--- src/rtl/ssp_cfg.svh ---
// Register map, field positions and timing counts of the serial port
`ifndef SSP_CFG_SVH
`define SSP_CFG_SVH

// Register indices; the APB byte address is four times the index
`define SSP_IDX_CONTROL 6'h0a
`define SSP_IDX_STATUS  6'h0b
`define SSP_IDX_DATA    6'h0c

// Control register fields
`define SSP_CTL_IRQ_EN  7
`define SSP_CTL_PORT_EN 6
`define SSP_CTL_LSB_1ST 5
`define SSP_CTL_MASTER  4
`define SSP_CTL_CLR     3
`define SSP_CTL_IDLE_LO 2
`define SSP_CTL_RATE_HI 1
`define SSP_CTL_RATE_LO 0

// Status register fields
`define SSP_STS_DONE    7
`define SSP_STS_COL     6

`define SSP_CTL_RESET   8'h00

// Half periods of the master clock in system clocks (divide 64/32/16/8)
`define SSP_HALF_DIV64  6'h20
`define SSP_HALF_DIV32  6'h10
`define SSP_HALF_DIV16  6'h08
`define SSP_HALF_DIV8   6'h04

// Clock transitions per byte: idle high, and idle low with lead and tail
`define SSP_TOGGLES_IDLE_HI 5'h10
`define SSP_TOGGLES_IDLE_LO 5'h12

`define SSP_LAST_BIT    4'h7

`endif

--- src/rtl/ssp_pkg.sv ---
// Types shared by the serial port design
package ssp_pkg;
  typedef enum logic {
    SSP_M_IDLE,
    SSP_M_RUN
  } ssp_mgen_t;
endpackage

--- src/rtl/ssp_shifter.sv ---
// Single data register that doubles as the serial shift register
`timescale 1ns/1ps
module ssp_shifter #(
  parameter int DATA_W = 8
) (
  input  wire logic              clock,
  input  wire logic              sys_rst,
  input  wire logic              load,
  input  wire logic [DATA_W-1:0] load_data,
  input  wire logic              shift_out,
  input  wire logic              shift_in,
  input  wire logic              low_bit_first,
  input  wire logic              serial_in,
  output logic      [DATA_W-1:0] data,
  output logic                   serial_out
);
  wire [DATA_W-1:0] next_data = low_bit_first ?
                                {serial_in, data[DATA_W-1:1]} :
                                {data[DATA_W-2:0], serial_in};

  // Not reset; a write mid-transfer wins over the shift and corrupts it
  always_ff @(posedge clock) begin
    if (load) begin
      data <= load_data;
    end else if (shift_in) begin
      data <= next_data;
    end
  end

  always_ff @(posedge clock) begin
    if (sys_rst) begin
      serial_out <= 1'b0;
    end else if (shift_out) begin
      serial_out <= low_bit_first ? data[0] : data[DATA_W-1];
    end
  end
endmodule

--- src/rtl/ssp_simple_serial_port.sv ---
// Three-wire synchronous serial port with APB registers
//
// Contract
// - Enabled interrupt follows the done flag
// - Disabling interrupt keeps the done flag
// - Late disable drops request; processor takes reset
// - Enable hands three pins to the port
// - Disable aborts transfer, clears bit counter
// - Bit order: one is low bit first
// - Master data write starts divided clock
// - Master bit always writable; clearing aborts
// - Data pins same in master and slave
// - Flag clear bit clears done, reads zero
// - Change on fall, capture on rise; idle
// - Rate bits divide by 64/32/16/8
// - Done set on last rising edge
// - Done cleared by status-data or clear bit
// - Early clear is overridden at last edge
// - Data access mid-transfer sets collision
// - Collision cleared by status-data, may reset
// - One unbuffered data register, not reset
// - Eight bits per transfer, end eighth rise
// - Control register at index 0x0a
//
// The APB register port is this design's own decision.
`timescale 1ns/1ps
`include "ssp_cfg.svh"
module ssp_simple_serial_port
  import ssp_pkg::*;
#(
  parameter int ADDR_W = 8,
  parameter int DATA_W = 8
) (
  input  wire logic              clock,
  input  wire logic              sys_rst,
  input  wire logic              psel,
  input  wire logic              penable,
  input  wire logic              pwrite,
  input  wire logic [ADDR_W-1:0] paddr,
  input  wire logic [31:0]       pwdata,
  output logic      [31:0]       prdata,
  output logic                   pready,
  output logic                   pslverr,
  output logic                   xfer_irq,
  input  wire logic [2:0]        gpio_out,
  input  wire logic [2:0]        gpio_oe,
  output logic      [2:0]        gpio_in,
  input  wire logic              port_pin_five_in,
  output logic                   port_pin_five_out,
  output logic                   port_pin_five_oe,
  input  wire logic              port_pin_six_in,
  output logic                   port_pin_six_out,
  output logic                   port_pin_six_oe,
  input  wire logic              port_pin_seven_in,
  output logic                   port_pin_seven_out,
  output logic                   port_pin_seven_oe
);
  // Control state
  logic              xfer_irq_enable;
  logic              port_enable;
  logic              low_bit_first;
  logic              master_select;
  logic              clock_idle_level;
  logic [1:0]        rate_select;
  logic              master_prev;
  // Status state
  logic              xfer_done_flag;
  logic              access_collision_flag;
  logic              clear_armed;
  // Transfer state
  logic [3:0]        bit_cnt;
  logic              half_bit;
  logic              in_xfer;
  logic              tail_pending;
  logic              sck_prev;
  logic              mclk;
  logic [5:0]        half_cnt;
  logic [4:0]        toggle_cnt;
  ssp_mgen_t         m_state;
  logic [2:0]        pin_sync;
  logic [DATA_W-1:0] shift_data;
  logic              serial_out_bit;

  // APB decode; zero wait states, read data captured in the setup cycle
  wire [ADDR_W-1:0] ctl_addr = ADDR_W'({`SSP_IDX_CONTROL, 2'b00});
  wire [ADDR_W-1:0] sts_addr = ADDR_W'({`SSP_IDX_STATUS, 2'b00});
  wire [ADDR_W-1:0] dat_addr = ADDR_W'({`SSP_IDX_DATA, 2'b00});
  wire              hit_ctl  = paddr == ctl_addr;
  wire              hit_sts  = paddr == sts_addr;
  wire              hit_dat  = paddr == dat_addr;
  wire              hit_any  = hit_ctl | hit_sts | hit_dat;
  wire              setup    = psel & ~penable;
  wire              fire     = psel & penable;
  wire              wr_ctl   = fire & pwrite & hit_ctl;
  wire              rd_sts   = fire & ~pwrite & hit_sts;
  wire              acc_dat  = fire & hit_dat;
  wire              wr_dat   = acc_dat & pwrite;

  assign pready = 1'b1;

  // Flag clear bit is write-only and always reads zero
  wire [7:0] ctl_rd;
  assign ctl_rd[`SSP_CTL_IRQ_EN]  = xfer_irq_enable;
  assign ctl_rd[`SSP_CTL_PORT_EN] = port_enable;
  assign ctl_rd[`SSP_CTL_LSB_1ST] = low_bit_first;
  assign ctl_rd[`SSP_CTL_MASTER]  = master_select;
  assign ctl_rd[`SSP_CTL_CLR]     = 1'b0;
  assign ctl_rd[`SSP_CTL_IDLE_LO] = clock_idle_level;
  assign ctl_rd[`SSP_CTL_RATE_HI] = rate_select[1];
  assign ctl_rd[`SSP_CTL_RATE_LO] = rate_select[0];

  wire [7:0] sts_rd;
  assign sts_rd[`SSP_STS_DONE] = xfer_done_flag;
  assign sts_rd[`SSP_STS_COL]  = access_collision_flag;
  assign sts_rd[5:0]           = 6'h00;

  wire [7:0] rd_byte = hit_ctl ? ctl_rd :
                       hit_sts ? sts_rd :
                       hit_dat ? shift_data : 8'h00;

  always_ff @(posedge clock) begin
    if (sys_rst) begin
      prdata  <= 32'h0000_0000;
      pslverr <= 1'b0;
    end else if (setup) begin
      prdata  <= {24'h00_0000, rd_byte};
      pslverr <= ~hit_any;
    end else if (!psel) begin
      pslverr <= 1'b0;
    end
  end

  // Control register
  always_ff @(posedge clock) begin
    if (sys_rst) begin
      xfer_irq_enable  <= 1'b0;
      port_enable      <= 1'b0;
      low_bit_first    <= 1'b0;
      master_select    <= 1'b0;
      clock_idle_level <= 1'b0;
      rate_select      <= 2'h0;
    end else if (wr_ctl) begin
      xfer_irq_enable  <= pwdata[`SSP_CTL_IRQ_EN];
      port_enable      <= pwdata[`SSP_CTL_PORT_EN];
      low_bit_first    <= pwdata[`SSP_CTL_LSB_1ST];
      master_select    <= pwdata[`SSP_CTL_MASTER];
      clock_idle_level <= pwdata[`SSP_CTL_IDLE_LO];
      rate_select      <= {pwdata[`SSP_CTL_RATE_HI],
                           pwdata[`SSP_CTL_RATE_LO]};
    end
  end

  always_ff @(posedge clock) begin
    if (sys_rst) begin
      master_prev <= 1'b0;
    end else begin
      master_prev <= master_select;
    end
  end

  // Request drops as soon as the enable falls; a vector fetch already
  // under way finds no source and the core falls back to reset
  assign xfer_irq = xfer_irq_enable & xfer_done_flag;

  // Pins are synchronised once and shared by the port and the GPIO reader
  ssp_sync #(
    .WIDTH (3)
  ) u_pin_sync (
    .clock    (clock),
    .sys_rst  (sys_rst),
    .async_in ({port_pin_seven_in, port_pin_six_in, port_pin_five_in}),
    .sync_out (pin_sync)
  );
  assign gpio_in = pin_sync;

  // Abort on disable or on a falling master select
  wire master_fall = master_prev & ~master_select;
  wire abort_x     = ~port_enable | master_fall;

  // One edge detector serves both modes; the clock source differs, and master-mode edges are gated by sck_live
  wire idle_level = ~clock_idle_level;
  wire sck_level  = master_select ? mclk : pin_sync[2];
  // An idle master clock only moves when its idle level is rewritten;
  // that step is no bit edge and must not open a frame
  wire sck_live   = ~master_select | (m_state != SSP_M_IDLE) |
                    in_xfer | tail_pending;
  wire fall_ev    = port_enable & sck_live & sck_prev & ~sck_level;
  wire rise_ev    = port_enable & sck_live & ~sck_prev & sck_level;
  wire shift_out  = fall_ev & ~tail_pending & ~half_bit & ~abort_x;
  wire shift_in   = rise_ev & half_bit & ~abort_x;
  wire final_rise = shift_in & (bit_cnt == `SSP_LAST_BIT);

  always_ff @(posedge clock) begin
    if (sys_rst) begin
      sck_prev <= 1'b1;
    end else begin
      sck_prev <= sck_level;
    end
  end

  // With idle low the return to idle is one extra fall; it must not
  // shift, so it is swallowed by the tail marker
  always_ff @(posedge clock) begin
    if (sys_rst || abort_x) begin
      bit_cnt      <= 4'h0;
      half_bit     <= 1'b0;
      in_xfer      <= 1'b0;
      tail_pending <= 1'b0;
    end else if (fall_ev) begin
      if (tail_pending) begin
        tail_pending <= 1'b0;
      end else begin
        half_bit <= 1'b1;
        in_xfer  <= 1'b1;
      end
    end else if (shift_in) begin
      half_bit <= 1'b0;
      if (final_rise) begin
        bit_cnt      <= 4'h0;
        in_xfer      <= 1'b0;
        tail_pending <= clock_idle_level;
      end else begin
        bit_cnt <= bit_cnt + 4'h1;
      end
    end
  end

  ssp_shifter #(
    .DATA_W (DATA_W)
  ) u_shifter (
    .clock         (clock),
    .sys_rst       (sys_rst),
    .load          (wr_dat),
    .load_data     (pwdata[DATA_W-1:0]),
    .shift_out     (shift_out),
    .shift_in      (shift_in),
    .low_bit_first (low_bit_first),
    .serial_in     (pin_sync[1]),
    .data          (shift_data),
    .serial_out    (serial_out_bit)
  );

  // Master clock generator
  wire [5:0] half_target = (rate_select == 2'h0) ? `SSP_HALF_DIV64 :
                           (rate_select == 2'h1) ? `SSP_HALF_DIV32 :
                           (rate_select == 2'h2) ? `SSP_HALF_DIV16 :
                                                   `SSP_HALF_DIV8;
  wire [4:0] toggle_total = clock_idle_level ? `SSP_TOGGLES_IDLE_LO :
                                               `SSP_TOGGLES_IDLE_HI;
  wire       m_idle       = m_state == SSP_M_IDLE;
  wire       m_start      = wr_dat & port_enable & master_select &
                            m_idle & ~in_xfer;
  wire       half_done    = half_cnt == half_target - 6'h01;

  always_ff @(posedge clock) begin
    if (sys_rst || abort_x || !master_select) begin
      m_state    <= SSP_M_IDLE;
      mclk       <= idle_level;
      half_cnt   <= 6'h00;
      toggle_cnt <= 5'h00;
    end else begin
      case (m_state)
        SSP_M_IDLE: begin
          mclk       <= idle_level;
          half_cnt   <= 6'h00;
          toggle_cnt <= 5'h00;
          if (m_start) begin
            m_state <= SSP_M_RUN;
          end
        end
        SSP_M_RUN: begin
          if (half_done) begin
            half_cnt   <= 6'h00;
            mclk       <= ~mclk;
            toggle_cnt <= toggle_cnt + 5'h01;
            if (toggle_cnt + 5'h01 == toggle_total) begin
              m_state <= SSP_M_IDLE;
            end
          end else begin
            half_cnt <= half_cnt + 6'h01;
          end
        end
        default: m_state <= SSP_M_IDLE;
      endcase
    end
  end

  // Status flags; a set in the same cycle as a clear wins
  wire clr_done = (wr_ctl & pwdata[`SSP_CTL_CLR]) |
                  (acc_dat & clear_armed);
  wire set_col  = acc_dat & in_xfer;

  always_ff @(posedge clock) begin
    if (sys_rst) begin
      xfer_done_flag <= 1'b0;
    end else if (final_rise) begin
      xfer_done_flag <= 1'b1;
    end else if (clr_done) begin
      xfer_done_flag <= 1'b0;
    end
  end

  always_ff @(posedge clock) begin
    if (sys_rst) begin
      access_collision_flag <= 1'b0;
    end else if (set_col) begin
      access_collision_flag <= 1'b1;
    end else if (acc_dat && clear_armed) begin
      access_collision_flag <= 1'b0;
    end
  end

  // Status read arms the clear only if done was seen set
  always_ff @(posedge clock) begin
    if (sys_rst) begin
      clear_armed <= 1'b0;
    end else if (rd_sts) begin
      clear_armed <= xfer_done_flag;
    end else if (acc_dat) begin
      clear_armed <= 1'b0;
    end
  end

  // Pin takeover; GPIO writes no longer reach pins five to seven
  assign port_pin_five_out  = port_enable ? serial_out_bit : gpio_out[0];
  assign port_pin_five_oe   = port_enable | gpio_oe[0];
  assign port_pin_six_out   = gpio_out[1];
  assign port_pin_six_oe    = ~port_enable & gpio_oe[1];
  assign port_pin_seven_out = port_enable ? mclk : gpio_out[2];
  assign port_pin_seven_oe  = port_enable ? master_select :
                                            gpio_oe[2];
endmodule

--- src/rtl/ssp_sync.sv ---
// Two-stage synchroniser for pin inputs
`timescale 1ns/1ps
module ssp_sync #(
  parameter int WIDTH = 3
) (
  input  wire logic             clock,
  input  wire logic             sys_rst,
  input  wire logic [WIDTH-1:0] async_in,
  output logic      [WIDTH-1:0] sync_out
);
  logic [WIDTH-1:0] meta;

  always_ff @(posedge clock) begin
    if (sys_rst) begin
      meta     <= '0;
      sync_out <= '0;
    end else begin
      meta     <= async_in;
      sync_out <= meta;
    end
  end
endmodule

--- config.mk ---
export PLATFORM = sky130hd
export DESIGN_NAME = ssp_simple_serial_port
export DESIGN_NICKNAME = d
export VERILOG_FILES = /design/src/rtl/ssp_pkg.sv /design/src/rtl/ssp_shifter.sv /design/src/rtl/ssp_simple_serial_port.sv /design/src/rtl/ssp_sync.sv
export VERILOG_INCLUDE_DIRS = /design/src /design/src/rtl
export SDC_FILE = /design/constraint.sdc
export NUM_CORES = 1
export LEC_CHECK = 0
export BUFFER_PORTS_ARGS = -buffer_cell sky130_fd_sc_hd__buf_4
export CAP_MARGIN = 20
export CORE_MARGIN = 2
export CORE_UTILIZATION = 54
export DETAILED_ROUTE_END_ITERATION = 10
export HOLD_SLACK_MARGIN = 0.12
export PLACE_DENSITY = 0.85
export SLEW_MARGIN = 15
export SYNTH_ARGS = -nofsm -noshare
export SYNTH_HDL_FRONTEND = slang
export SYNTH_HIERARCHICAL = 1
export SYNTH_SLANG_ARGS = --single-unit
export TNS_END_PERCENT = 1
--- constraint.sdc ---
create_clock -name clock -period 3.55 [get_ports clock]
set_input_delay 0.355 -clock clock [delete_from_list [all_inputs] [get_ports clock]]
set_output_delay 0.355 -clock clock [all_outputs]
set_load 0.01 [all_outputs]
==> flow_summary.ini <==
[yosys]
synth_edf_count = 9
postSynth.asyncResetShare = 0
netlist_area_um2 = 2950
yosysWarningCount = 6
netlist_instances = 315
avgSynthCellArea_um2 = 9.36
yosysSeqAreaShare = 0.411
synth.distinct_cells = 52
ys_seq_elements = 56
yosys_most_used_dff = dfxtp_1

[floorplan]
core_um2 = 5170
io-pin-count = 98
dieArea_um2 = 6070
die-width_um = 77.9
fp-row-count = 26
die_y_um = 77.9
floorplan.initialDensity = 0.570

[timing]
final_hold_viol_count = 0
skew_ps = 5.79
finalCritPeriodShare = 0.695
period_minus_slack_ps = 2470
finalSetupTns_ps = 0
worst_pin_slew_ps = 864
max_clock_freq_mhz = 405
slew_headroom = 0.416
setup_viol = 0
maxSlewViolCount = 0
rsz0062_at_grt = false

[clock_tree]
cts_made_buffers = 5
clk_pin_slew_ps = 90
h-tree-depth = 2
postCtsResizedCells = 0
clock_latency_ps = 300
ctsHoldBuffers = 0
cts_buffer_depth = 2
clockRootBuffer = clkbuf_8
cts_tree = yes
cts.sinks = 56
post-cts-setup-buffers = 0

[route]
wl_per_cell_um = 14.4
ant_nets = 0
vias = 2353
route.met2.wl_um = 2910
drt-met1-wl_um = 2740
drc = 0
met3_length_um = 403
firstDrtPassIters = 5
wl_um = 6140
drtIter0Drc = 227
topRoutingLayerUsed = met4
vias_per_cell = 5.52

[setup_path]
r2r_start = master_select$_SDFFE_PP0P_
max_stage_delay_ps = 770
cp.required_ps = 3550
startpoint = paddr[2]
start_kind = input port
crit_family = simple AND/OR/NAND/NOR gates
cpMaxStageDelayCell = nor4b_1
arrival_ps = 2470
cp_cell_sequence = buf_4, nor4b_1, and4_1, and2_1, or2_2
endpoint_kind = register
crit_fanout = 17
critPathBufInv = 1
critPathKind = input port to register

[outcome]
status = completed

[hold_path]
hp-class = input port to register
min_from = port_pin_seven_in

[finish]
diodes = 0
multiInputGateArea_um2 = 1520
area_delta_synth_final_pct = 12.0
layout-drive-gt1-share = 0.188
layout.nets = 412
fillers = 424
final_cell_area_um2 = 3300
seqCellArea_um2 = 1210

[grt]
antenna_found_initial = 0
grt_pass1_wl_um = 10100
track_usage = 0.206
grt_pass1_vias = 2201
grt_remaining_overflow = 0
grt_max_degree = 30

[placement]
placed_area_um2 = 3210
hpwl_um = 4480
gp_congestion = 0.884
io_buffers = 46

[power_and_ir_drop]
intPower_mw = 0.843
combPwrFrac = 0.073
p_sw_frac = 0.223
leakagePower_nw = 1.22
clock_power_share = 0.329
power_frac_seq = 0.598
powerDensity_nw_per_um2 = 328
ir_drop_mv = 0.376
netSwitchingPower_mw = 0.242
fin_total_pwr_mw = 1.08

[job]
cap_violations = 0
## power groups by stage
stage                     clock network [mW]  logic [mW]  registers (mW)
after floorplan                            0      0.0561           0.664
after global placement                     0      0.0769           0.663
after detailed placement                   0      0.0784           0.663
after CTS                              0.362      0.0788           0.649
after global routing                   0.387      0.0866           0.649
final                                  0.357      0.0792           0.649
## path summary, 6_finish.rpt
path | to | slack (ps) | cells after the start
max reg2reg | u_shifter/serial_out$_SDFFE_PP0P_ | 1350 | 6
min | u_pin_sync/meta[2]$_SDFF_PP0_ | 260 | 2
min reg2reg | u_pin_sync/sync_out[1]$_SDFF_PP0_ | 440 | 1
max | u_shifter/data[2]$_DFFE_PP_ | 1080 | 5
## cells in the final DEF (no fill, tap or decap), types with 3 or more instances in the layout
cell / n
and3b_1: 3
nand2_1: 22
o211ai_1: 4
inv_1: 9
a2111o_1: 3
buf_4: 48
a22oi_1: 5
a21oi_1: 13
o21ai_0: 13
a2bb2oi_1: 5
xor2_1: 4
nor2b_1: 18
o21a_1: 3
edfxtp_1: 9
ha_1: 3
nor2_1: 25
clkbuf_8: 6
conb_1: 25
a211oi_1: 3
nor4b_1: 5
nand2b_1: 5
dfxtp_1: 47
or3_1: 4
nand3_1: 12
mux2_2: 3
nor3_1: 4
mux2i_1: 21
## cell type report
type,instances,area share
Clock buffer,7,0.0261
Clock inverter,1,0.00189
Inverter,9,0.0102
Multi-Input combinational cell,235,0.459
Sequential cell,56,0.367
Tap cell,70,0.0265
Timing Repair Buffer,48,0.109
## registers in the layout, summed over array words and instances, names as in the netlist, 2 cells and up
name,cells
u_pin_sync/sync_out,3
prdata,8
rate_select,2
half_cnt,6
u_shifter/data,8
toggle_cnt,5
u_pin_sync/meta,3
bit_cnt,4
## synth_stat cells (all sizes together), types with 3 or more instances
master / instances / area, um^2
a2111o: 3 / 33.8
a211oi: 4 / 35.0
a21oi: 13 / 65.1
a22oi: 5 / 37.5
a2bb2oi: 5 / 43.8
and3b: 3 / 26.3
buf: 32 / 250
clkbuf: 6 / 22.5
dfxtp: 47 / 941
edfxtp: 9 / 270
ha: 3 / 37.5
inv: 9 / 33.8
mux2: 3 / 33.8
mux2i: 21 / 210
nand2: 22 / 82.6
nand2b: 5 / 31.3
nand3: 12 / 60.1
nor2: 25 / 93.8
nor2b: 18 / 113
nor3: 4 / 20.0
nor4: 3 / 48.8
nor4b: 5 / 43.8
o211ai: 4 / 30.0
o21a: 3 / 22.5
o21ai: 13 / 65.1
or3: 4 / 25.0
xor2: 4 / 35.0
## through the flow
| step | instances | hold WS [ps] | utilization | setup slack, ps |
|---|---|---|---|---|
| final | 426 | 263 | 0.638 | 1080 |
| after global routing | 426 | 263 | 0.638 | 957 |
| after CTS | 426 | 264 | 0.638 | 1190 |
| after detailed placement | 418 | 428 | 0.620 | 867 |
| after global placement | 418 | 417 | 0.620 | 897 |
| after floorplan | 338 | 414 | - | 1610 |
## kinds of logic (layout without fill, tap and decap cells)
kind of cell | after synthesis | in the layout | share of synthesized area
and+or+nand+nor | 118 | 118 | 0.230
xor gates and xnor gates | 6 | 6 | 0.0178
adders and majority gates | 3 | 3 | 0.0127
DFF | 56 | 56 | 0.411
other | 2 | 25 | 0.00255
AOI/OAI and AO/OA | 59 | 59 | 0.140
muxes | 24 | 24 | 0.0828
buffers and inverters | 47 | 65 | 0.104
## worst reg2reg max path, stage by stage, from the launching register on
cell	delay [ps]
dfxtp_1	500
mux2i_1	390
nand3_1	150
or3_1	380
nor4b_1	430
nor2_1	100
a211oi_2	190
## layer usage
layer / track usage / vias to the layer above
met3: 0.0419 / 9
met5: 0 / -
met4: 0.0661 / 0
met2: 0.328 / 90
met1: 0.281 / 1099
li1: - / 1155
No activity file was read; power rests on OpenSTA's default activity.
